<file path="src/hdl/idst_defs.svh">
// Constants for the two-wire data, status, bit-rate and time-out block.
// Assumes nothing beyond being included once by name from the package and design files.
`ifndef IDST_DEFS_SVH
`define IDST_DEFS_SVH

// Register indices; the Wishbone byte address is four times the index.
`define IDST_IDX_DATA 10'h0BC
`define IDST_IDX_STAT 10'h0BD
`define IDST_IDX_CLK 10'h0BE
`define IDST_IDX_TOC 10'h0BF
`define IDST_IDX_CTL 10'h0C0
`define IDST_IDX_ISTAT 10'h0C1
`define IDST_IDX_IMASK 10'h0C2

// Reset values.
`define IDST_DATA_RESET 8'h00
`define IDST_STAT_RESET 8'hF8
`define IDST_CLK_RESET 8'h09
`define IDST_TOC_RESET 8'h09

// Field positions in timeout_control.
`define IDST_TOC_EN_BIT 2
`define IDST_TOC_DIV_BIT 1
`define IDST_TOC_FLAG_BIT 0

// Field positions in the control register.
`define IDST_CTL_EN_BIT 6
`define IDST_CTL_STA_BIT 5
`define IDST_CTL_STO_BIT 4
`define IDST_CTL_EVT_BIT 3
`define IDST_CTL_AA_BIT 2

// Interrupt status and mask bit positions.
`define IDST_IRQ_EVT_BIT 0
`define IDST_IRQ_TOF_BIT 1

// Status codes held in bits 7:3.
`define IDST_CODE_IDLE 5'h1F
`define IDST_CODE_START 5'h01
`define IDST_CODE_RSTART 5'h02
`define IDST_CODE_AW_ACK 5'h03
`define IDST_CODE_AW_NACK 5'h04
`define IDST_CODE_DW_ACK 5'h05
`define IDST_CODE_DW_NACK 5'h06
`define IDST_CODE_ARB_LOST 5'h07
`define IDST_CODE_AR_ACK 5'h08
`define IDST_CODE_AR_NACK 5'h09
`define IDST_CODE_DR_ACK 5'h0A
`define IDST_CODE_DR_NACK 5'h0B

// Time-out counter width and prescale.
`define IDST_TO_WIDTH 14
`define IDST_TO_PRESCALE 2'h3

`endif

</file>
<file path="src/hdl/idst_pkg.sv">
// Types shared by the two-wire data, status and time-out block.
// Assumes idst_defs.svh is on the include path.
`include "idst_defs.svh"

package idst_pkg;

    typedef struct packed {
        logic cyc;
        logic stb;
        logic we;
        logic [11:0] adr;
        logic [3:0] sel;
        logic [31:0] dat;
    } idst_wb_req_s;

    typedef struct packed {
        logic ack;
        logic [31:0] dat;
    } idst_wb_rsp_s;

    typedef struct packed {
        logic scl_o;
        logic scl_oe;
        logic sda_o;
        logic sda_oe;
    } idst_pin_out_s;

    typedef enum logic [4:0] {
        IDST_IDLE = 5'b00001,
        IDST_START = 5'b00010,
        IDST_BIT = 5'b00100,
        IDST_HOLD = 5'b01000,
        IDST_STOP = 5'b10000
    } idst_eng_e;

    typedef struct packed {
        logic [1:0] pre;
        logic [`IDST_TO_WIDTH-1:0] cnt;
        logic ovf;
    } idst_to_state_s;

    typedef struct packed {
        idst_eng_e eng;
        logic [1:0] quarter;
        logic [7:0] tick_cnt;
        logic [3:0] bit_cnt;
        logic addr_phase;
        logic rd_mode;
        logic master;
        logic [7:0] data;
        logic [4:0] status;
        logic [7:0] clk_div;
        logic to_en;
        logic to_div;
        logic to_flag;
        logic ctl_en;
        logic ctl_sta;
        logic ctl_sto;
        logic ctl_aa;
        logic evt;
        logic [1:0] irq_stat;
        logic [1:0] irq_mask;
        logic irq;
        idst_wb_rsp_s rsp;
        idst_pin_out_s pins;
        logic [2:0] scl_sync;
        logic [2:0] sda_sync;
        logic scl_f;
        logic sda_f;
    } idst_state_s;

endpackage

</file>
<file path="src/hdl/idst_top.sv">
// Data, status, bit-rate and time-out part of a two-wire serial bus master.
// Assumes a classic Wishbone master on clk_i and open-drain pads resolved outside.
//
// Chosen here: the Wishbone slave port.
`timescale 1ns/1ps
`default_nettype none
`include "idst_defs.svh"

module idst_top (
    input wire logic clk_i,
    input wire logic rst_i,
    input wire idst_pkg::idst_wb_req_s wb_req_i,
    output idst_pkg::idst_wb_rsp_s wb_rsp_o,
    input wire logic scl_i,
    input wire logic sda_i,
    output idst_pkg::idst_pin_out_s pins_o,
    output logic irq_o
);

    localparam logic [7:0] TOC_RST = `IDST_TOC_RESET;

    idst_pkg::idst_state_s s_reg;
    idst_pkg::idst_state_s s_next;
    logic to_ovf;

    assign wb_rsp_o = s_reg.rsp;
    assign pins_o = s_reg.pins;
    assign irq_o = s_reg.irq;

    function automatic logic [4:0] done_code(input logic addr_phase, input logic rd,
                                              input logic ack);
        logic [4:0] c;
        if (addr_phase) begin
            c = rd ? (ack ? `IDST_CODE_AR_ACK : `IDST_CODE_AR_NACK)
                   : (ack ? `IDST_CODE_AW_ACK : `IDST_CODE_AW_NACK);
        end else begin
            c = rd ? (ack ? `IDST_CODE_DR_ACK : `IDST_CODE_DR_NACK)
                   : (ack ? `IDST_CODE_DW_ACK : `IDST_CODE_DW_NACK);
        end
        return c;
    endfunction

    idst_timeout #(
        .WIDTH(`IDST_TO_WIDTH)
    ) u_timeout (
        .clk_i(clk_i),
        .rst_i(rst_i),
        .run_i(s_reg.evt && s_reg.to_en),
        .div4_i(s_reg.to_div),
        .ovf_o(to_ovf)
    );

    always_comb begin
        logic acc;
        logic wr;
        logic [7:0] wdat;
        logic [7:0] rdat;
        logic tick;
        logic advance;
        logic evt_set;
        logic [4:0] code;
        logic rx_data;
        acc = 1'b0;
        wr = 1'b0;
        wdat = 8'h00;
        rdat = 8'h00;
        tick = 1'b0;
        advance = 1'b0;
        evt_set = 1'b0;
        code = `IDST_CODE_IDLE;
        rx_data = 1'b0;
        s_next = s_reg;

        // Pad inputs: a level is accepted only once the last two stages agree.
        s_next.scl_sync = {s_reg.scl_sync[1:0], scl_i};
        s_next.sda_sync = {s_reg.sda_sync[1:0], sda_i};
        if (s_reg.scl_sync[1] == s_reg.scl_sync[2]) begin
            s_next.scl_f = s_reg.scl_sync[2];
        end
        if (s_reg.sda_sync[1] == s_reg.sda_sync[2]) begin
            s_next.sda_f = s_reg.sda_sync[2];
        end

        // Register access; hardware updates below take priority over these.
        acc = wb_req_i.cyc && wb_req_i.stb && !s_reg.rsp.ack;
        wr = acc && wb_req_i.we && wb_req_i.sel[0];
        wdat = wb_req_i.dat[7:0];
        case (wb_req_i.adr[11:2])
            `IDST_IDX_DATA: begin
                rdat = s_reg.data;
                if (wr) begin
                    s_next.data = wdat;
                end
            end
            `IDST_IDX_STAT: begin
                rdat = {s_reg.status, 3'b000};
            end
            `IDST_IDX_CLK: begin
                rdat = s_reg.clk_div;
                if (wr) begin
                    s_next.clk_div = wdat;
                end
            end
            `IDST_IDX_TOC: begin
                rdat = {TOC_RST[7:3], s_reg.to_en, s_reg.to_div, s_reg.to_flag};
                if (wr) begin
                    s_next.to_en = wdat[`IDST_TOC_EN_BIT];
                    s_next.to_div = wdat[`IDST_TOC_DIV_BIT];
                    if (!wdat[`IDST_TOC_FLAG_BIT]) begin
                        s_next.to_flag = 1'b0;
                    end
                end
            end
            `IDST_IDX_CTL: begin
                rdat = {1'b0, s_reg.ctl_en, s_reg.ctl_sta, s_reg.ctl_sto, s_reg.evt,
                        s_reg.ctl_aa, 2'b00};
                if (wr) begin
                    s_next.ctl_en = wdat[`IDST_CTL_EN_BIT];
                    s_next.ctl_sta = wdat[`IDST_CTL_STA_BIT];
                    s_next.ctl_sto = wdat[`IDST_CTL_STO_BIT];
                    s_next.ctl_aa = wdat[`IDST_CTL_AA_BIT];
                    if (!wdat[`IDST_CTL_EVT_BIT]) begin
                        s_next.evt = 1'b0;
                    end
                end
            end
            `IDST_IDX_ISTAT: begin
                rdat = {6'b000000, s_reg.irq_stat};
                if (wr) begin
                    s_next.irq_stat = s_reg.irq_stat & ~wdat[1:0];
                end
            end
            `IDST_IDX_IMASK: begin
                rdat = {6'b000000, s_reg.irq_mask};
                if (wr) begin
                    s_next.irq_mask = wdat[1:0];
                end
            end
            default: begin
                rdat = 8'h00;
            end
        endcase
        s_next.rsp.ack = acc;
        s_next.rsp.dat = acc ? {24'h000000, rdat} : 32'h00000000;

        // Quarter-period tick: four ticks of (divisor + 1) clocks per bit.
        tick = (s_reg.tick_cnt == s_reg.clk_div);
        s_next.tick_cnt = tick ? 8'h00 : s_reg.tick_cnt + 8'h01;
        // A slave stretching the clock stalls the high phase until the line rises.
        // The wait sits in the quarter after the release, where our own pull is gone.
        advance = tick && ((s_reg.quarter != 2'h2) || s_reg.scl_f);
        rx_data = s_reg.rd_mode && !s_reg.addr_phase;

        case (s_reg.eng)
            idst_pkg::IDST_IDLE: begin
                if (s_reg.ctl_en && s_reg.ctl_sta && !s_reg.evt) begin
                    s_next.eng = idst_pkg::IDST_START;
                    s_next.quarter = 2'h0;
                end
            end
            idst_pkg::IDST_HOLD: begin
                // While still master, the clock line stays driven low until software clears the flag; after a lost arbitration it is released.
                s_next.pins.scl_oe = s_reg.master;
                if (!s_reg.evt) begin
                    s_next.quarter = 2'h0;
                    s_next.bit_cnt = 4'h0;
                    if (!s_reg.master) begin
                        s_next.eng = idst_pkg::IDST_IDLE;
                    end else if (s_reg.ctl_sto) begin
                        s_next.eng = idst_pkg::IDST_STOP;
                    end else if (s_reg.ctl_sta) begin
                        s_next.eng = idst_pkg::IDST_START;
                    end else begin
                        s_next.eng = idst_pkg::IDST_BIT;
                    end
                end
            end
            idst_pkg::IDST_START: begin
                if (advance) begin
                    s_next.quarter = s_reg.quarter + 2'h1;
                    case (s_reg.quarter)
                        2'h0: s_next.pins.sda_oe = 1'b0;
                        2'h1: s_next.pins.scl_oe = 1'b0;
                        2'h2: s_next.pins.sda_oe = 1'b1;
                        default: begin
                            s_next.pins.scl_oe = 1'b1;
                            evt_set = 1'b1;
                            code = s_reg.master ? `IDST_CODE_RSTART : `IDST_CODE_START;
                            s_next.master = 1'b1;
                            s_next.addr_phase = 1'b1;
                            s_next.rd_mode = 1'b0;
                            s_next.eng = idst_pkg::IDST_HOLD;
                        end
                    endcase
                end
            end
            idst_pkg::IDST_STOP: begin
                if (advance) begin
                    s_next.quarter = s_reg.quarter + 2'h1;
                    case (s_reg.quarter)
                        2'h0: s_next.pins.sda_oe = 1'b1;
                        2'h1: s_next.pins.scl_oe = 1'b0;
                        2'h2: s_next.pins.sda_oe = 1'b0;
                        default: begin
                            s_next.master = 1'b0;
                            s_next.ctl_sto = 1'b0;
                            s_next.status = `IDST_CODE_IDLE;
                            s_next.eng = idst_pkg::IDST_IDLE;
                        end
                    endcase
                end
            end
            idst_pkg::IDST_BIT: begin
                if (advance) begin
                    s_next.quarter = s_reg.quarter + 2'h1;
                    case (s_reg.quarter)
                        2'h0: begin
                            if (s_reg.bit_cnt[3]) begin
                                s_next.pins.sda_oe = rx_data && s_reg.ctl_aa;
                            end else begin
                                s_next.pins.sda_oe = !rx_data && !s_reg.data[7];
                            end
                        end
                        2'h1: s_next.pins.scl_oe = 1'b0;
                        2'h2: begin
                            if (!s_reg.bit_cnt[3]) begin
                                // Shifted regardless of direction, so a lost
                                // arbitration leaves the bits seen so far at the low end.
                                s_next.data = {s_reg.data[6:0], s_reg.sda_f};
                                if (!rx_data && !s_reg.pins.sda_oe && !s_reg.sda_f) begin
                                    s_next.pins.sda_oe = 1'b0;
                                    s_next.pins.scl_oe = 1'b0;
                                    s_next.master = 1'b0;
                                    evt_set = 1'b1;
                                    code = `IDST_CODE_ARB_LOST;
                                    s_next.eng = idst_pkg::IDST_HOLD;
                                end
                            end
                        end
                        default: begin
                            s_next.pins.scl_oe = 1'b1;
                            if (s_reg.bit_cnt[3]) begin
                                evt_set = 1'b1;
                                code = done_code(s_reg.addr_phase,
                                                 s_reg.addr_phase ? s_reg.data[0]
                                                                  : s_reg.rd_mode,
                                                 !s_reg.sda_f);
                                if (s_reg.addr_phase) begin
                                    s_next.rd_mode = s_reg.data[0];
                                end
                                s_next.addr_phase = 1'b0;
                                s_next.pins.sda_oe = 1'b0;
                                s_next.eng = idst_pkg::IDST_HOLD;
                            end else begin
                                s_next.bit_cnt = s_reg.bit_cnt + 4'h1;
                            end
                        end
                    endcase
                end
            end
            default: begin
                s_next.eng = idst_pkg::IDST_IDLE;
            end
        endcase

        if (!s_reg.ctl_en) begin
            s_next.eng = idst_pkg::IDST_IDLE;
            s_next.master = 1'b0;
            s_next.pins.scl_oe = 1'b0;
            s_next.pins.sda_oe = 1'b0;
        end

        // Hardware sets win over a software clear in the same cycle.
        if (evt_set) begin
            s_next.evt = 1'b1;
            s_next.status = code;
            s_next.irq_stat[`IDST_IRQ_EVT_BIT] = 1'b1;
        end
        if (to_ovf) begin
            s_next.to_flag = 1'b1;
            s_next.irq_stat[`IDST_IRQ_TOF_BIT] = 1'b1;
        end
        s_next.irq = |(s_next.irq_stat & s_next.irq_mask);
    end

    always_ff @(posedge clk_i) begin
        if (rst_i) begin
            s_reg <= '0;
            s_reg.eng <= idst_pkg::IDST_IDLE;
            s_reg.data <= `IDST_DATA_RESET;
            s_reg.status <= `IDST_CODE_IDLE;
            s_reg.clk_div <= `IDST_CLK_RESET;
            s_reg.to_en <= TOC_RST[`IDST_TOC_EN_BIT];
            s_reg.to_div <= TOC_RST[`IDST_TOC_DIV_BIT];
            s_reg.to_flag <= TOC_RST[`IDST_TOC_FLAG_BIT];
            s_reg.scl_sync <= 3'b111;
            s_reg.sda_sync <= 3'b111;
            s_reg.scl_f <= 1'b1;
            s_reg.sda_f <= 1'b1;
        end else begin
            s_reg <= s_next;
        end
    end

endmodule
`default_nettype wire

</file>
<file path="src/hdl/idst_timeout.sv">
// Time-out counter: counts system clocks, or every fourth one, while run is high.
// Assumes run comes from logic on the same clock; overflow is a one-cycle pulse.
`timescale 1ns/1ps
`default_nettype none
`include "idst_defs.svh"

module idst_timeout #(
    parameter int WIDTH = `IDST_TO_WIDTH
) (
    input wire logic clk_i,
    input wire logic rst_i,
    input wire logic run_i,
    input wire logic div4_i,
    output logic ovf_o
);

    idst_pkg::idst_to_state_s s_reg;
    idst_pkg::idst_to_state_s s_next;

    assign ovf_o = s_reg.ovf;

    always_comb begin
        logic step;
        step = 1'b0;
        s_next = s_reg;
        s_next.ovf = 1'b0;
        if (!run_i) begin
            // Clearing on stop restarts the full period for every new hold.
            s_next.pre = 2'h0;
            s_next.cnt = '0;
        end else begin
            s_next.pre = s_reg.pre + 2'h1;
            step = !div4_i || (s_reg.pre == `IDST_TO_PRESCALE);
            if (step) begin
                s_next.cnt = s_reg.cnt + {{(`IDST_TO_WIDTH-1){1'b0}}, 1'b1};
                s_next.ovf = &s_reg.cnt;
            end
        end
    end

    always_ff @(posedge clk_i) begin
        if (rst_i) begin
            s_reg <= '0;
        end else begin
            s_reg <= s_next;
        end
    end

endmodule
`default_nettype wire

</file>
<file path="config.mk">
export PLATFORM = sky130hd
export DESIGN_NAME = idst_top
export DESIGN_NICKNAME = d
export VERILOG_FILES = /design/src/hdl/idst_pkg.sv /design/src/hdl/idst_top.sv /design/src/hdl/idst_timeout.sv
export VERILOG_INCLUDE_DIRS = /design/src /design/src/hdl
export SDC_FILE = /design/constraint.sdc
export NUM_CORES = 1
export LEC_CHECK = 0
export BUFFER_PORTS_ARGS = -buffer_cell sky130_fd_sc_hd__buf_2
export CAP_MARGIN = 20
export CORE_MARGIN = 4
export CORE_UTILIZATION = 40
export CTS_BUF_LIST = sky130_fd_sc_hd__clkbuf_4
export DETAILED_ROUTE_END_ITERATION = 10
export GPL_TIMING_DRIVEN = 0
export PLACE_DENSITY = 0.61
export SLEW_MARGIN = 30
export SYNTH_ARGS = -nofsm -noshare
export SYNTH_HDL_FRONTEND = slang
export SYNTH_SLANG_ARGS = --single-unit
</file>
<file path="constraint.sdc">
create_clock -name clk_i -period 3.9 [get_ports clk_i]
set_input_delay 0.195 -clock clk_i [delete_from_list [all_inputs] [get_ports clk_i]]
set_output_delay 0.195 -clock clk_i [all_outputs]
set_load 0.02 [all_outputs]
</file>
==> flow_summary.toml <==
[cells_and_area]
largest_register_ffs = 59
layout_common_cells = "dfxtp_1 (92), nor2_1 (67), buf_2 (45)"
fin_nets = 742
nFillCells = 1222
antenna_cells = 0
final_common_cell = "dfxtp_1"
drive_gt1_share_pct = 18.09
postLayoutCoreUtil_pct = 47.11
syn_to_final_growth_pct = 13.41

[worst_hold_path]
hold_start = "wb_req_i[5]"
hold_depth = 3
hp-class = "input pin to register"
hold-path-endpoint = "s_reg[53]"

[logic_synthesis]
synth.top_cell.area_share_pct = 36.16
yosys_warnings = 0
synth_cell_types = 69
synthCells = 598
synth-edff-count = 0
synth_area_leaders = "dfxtp_1 (36%), mux2i_1 (6.5%), buf_4 (5.6%)"
ys_async_sr_fraction_pct = 0
synth_flop_cell = "dfxtp_1"
synth_top_area_cell = "dfxtp_1"
ys_ff_latch = 92
netlist_area_mm2 = 0.005094
yosysSeqAreaShare_pct = 36.16
avgSynthCellArea_um2 = 8.518

[worst_setup_path]
r2r-start = "s_reg[94]"
timing.rr.end = "s_reg[69]"
critPathMaxStageDelay_ns = 0.57
cp-start-kind = "register"
critPathKind = "register to register"
worstPathCellList = "inv_1 -> ha_1 -> nand2b_1 -> o41ai_1 -> a22oi_1 -> a2111oi_0 -> o21ai_0"
r2r_cells = 7
critPathArrivalTime_ns = 2.97
worst_setup_path_end_kind = "register"
worstPathRequired_ns = 4.22
reg2reg_slack_ns = 1.25
crit_fanout = 8
cpMaxStageDelayCell = "a2111oi_0"

[sta]
finalSetupTns_ns = 0
relSlewSlack_pct = 39.02
fin_skew_ns = 0.03722
period_share_pct = 67.98
rsz0062_at_grt = "false"
setup_violations = 0
drv_slew = 0
hold_viol = 0
clock.fmax_ghz = 0.3772
setup_slack_ns = 1.249
min_period_ns = 2.651
tightest_slew_ns = 0.9078

[place]
port_buffers = 35
gp_congestion = 0.8878
hpwl_um = 9851
dpl_worst_slack_ns = 1.393

[cts]
htree_levels = 3
clock-sinks = 92
clkLatencyLatePin_ns = 0.47
postCtsResizedCells = 0
root_buffer = "clkbuf_4"
clock_path_buffers = 2
cts_tree = "yes"
clk_pin_slew_ns = 0.15
numCtsBuffers = 9

[outcome]
status = "completed"

[floorplan]
rows = 40
core_mm2 = 0.01226
pin_count = 93
start_util_pct = 41.54
chipHeight_um = 120.8
die_area_mm2 = 0.01460
die_x_um = 120.8

[job]
maxCapViolCount = 0

[global_route]
first_global_vias = 4073
grt_pass1_wl_um = 20970
overflow = 0
grt.total_usage_pct = 18.03
antenna_found_initial = 0
grt_max_degree = 17

[route]
num_vias = 4512
drtIter0Drc = 374
wl_per_cell_um = 15.53
viasPerCell = 5.321
dr.pass1.iters = 7
wirelength_um = 13170
ant_nets = 0
drc = 0

[pwr]
p_leak_uw = 0.002244
vdd_drop_max_uv = 132.4
power.density_mw_per_mm2 = 281.8
[cells by family (layout without fill, tap and decap cells)]
kind of cell	count (synthesis)	count (layout)	synth area share, %
xor gates and xnor gates	25	25	4.299
AOI/OAI and AO/OA	116	116	15.60
DFF	92	92	36.16
muxes	38	38	7.590
other	1	26	0.07362
buffers and inverters	84	141	9.236
adders and majority gates	12	12	2.948
and+or+nand+nor	230	230	24.10
[per-stage QoR]
step	cells	hold WS, ns	power (µW)	area (µm²)
floorplan	623	0.2988	1052	5187
global placement	826	0.3831	1086	5573
detailed placement	826	0.3860	1087	5573
CTS	848	0.004246	1649	5777
global route	848	0.01499	1703	5777
finish	848	0.04134	1628	5777
[cell type report]
class	count	area, µm²	area share [%]
plain buffers	70	417.9	7.234
clock buffers	10	75.07	1.300
inverters	14	52.55	0.9097
well taps	168	210.2	3.639
clock inverters	6	68.82	1.191
repair buffers	41	235.2	4.072
multi-input cells	447	2875	49.77
flip-flops and latches	92	1842	31.88
[Yosys cell counts, types with 3 or more instances]
library cell and count:
nor2b_1 10, nand4b_1 3, nor2_1 67, nor3_1 22, nand3_1 25, o31ai_1 3, o21ai_0 24, and2_1 6
xor2_1 17, ha_1 12, or3_1 11, nor3b_1 4, mux2_2 5, and3_1 8, inv_1 14, a2111oi_0 3
nand2b_1 9, buf_4 38, or2_2 6, clkbuf_1 21, a31oi_1 6, nor4_1 3, nand4_1 8, nand3b_1 7
mux2i_1 33, buf_2 10, o211ai_1 3, o41ai_1 3, nand2_1 26, a22oi_1 4, a21oi_1 30, dfxtp_1 92
xnor2_1 8, a211oi_1 16
[power by group]
| part | leakage [µW] | switching (µW) | internal, µW |
|---|---|---|---|
| sequential | 0.000743 | 6.47 | 947 |
| combinational | 0.00142 | 71.8 | 47.8 |
| clock | 0.0000794 | 345 | 209 |
[routing by layer]
metal  wire length, µm  GRT usage, %
met3               907         3.274
met5                 0             0
met2              6009         27.86
met4               177         7.011
met1              6073         24.90
[worst max-delay path by stage]
stage	to	slack (ns)	start	cells after the start
final	s_reg[69]	1.25	s_reg[94]	7
after global routing	s_reg[69]	0.99	s_reg[94]	7
after CTS	s_reg[66]	1.36	s_reg[94]	7
after detailed placement	s_reg[66]	1.39	s_reg[94]	7
after global placement	irq_o	1.43	s_reg[94]	7
after floorplan	s_reg[97]	1.79	s_reg[94]	7
[timing repair]
action                                 4_1_cts  5_1_grt
setup buffers                                0        0
hold buffers                                 6        0
endpoints found under the hold margin        6        0
[worst max-delay path, delay by kind of cell, from the launching register on]
kind	cells	cell delay (ns)
AOI/OAI and AO/OA	4	1.56
DFF	1	0.38
buffers and inverters	1	0.09
adders and majority gates	1	0.33
and+or+nand+nor	1	0.16
Note: power is estimated with default switching activity, not from simulation.
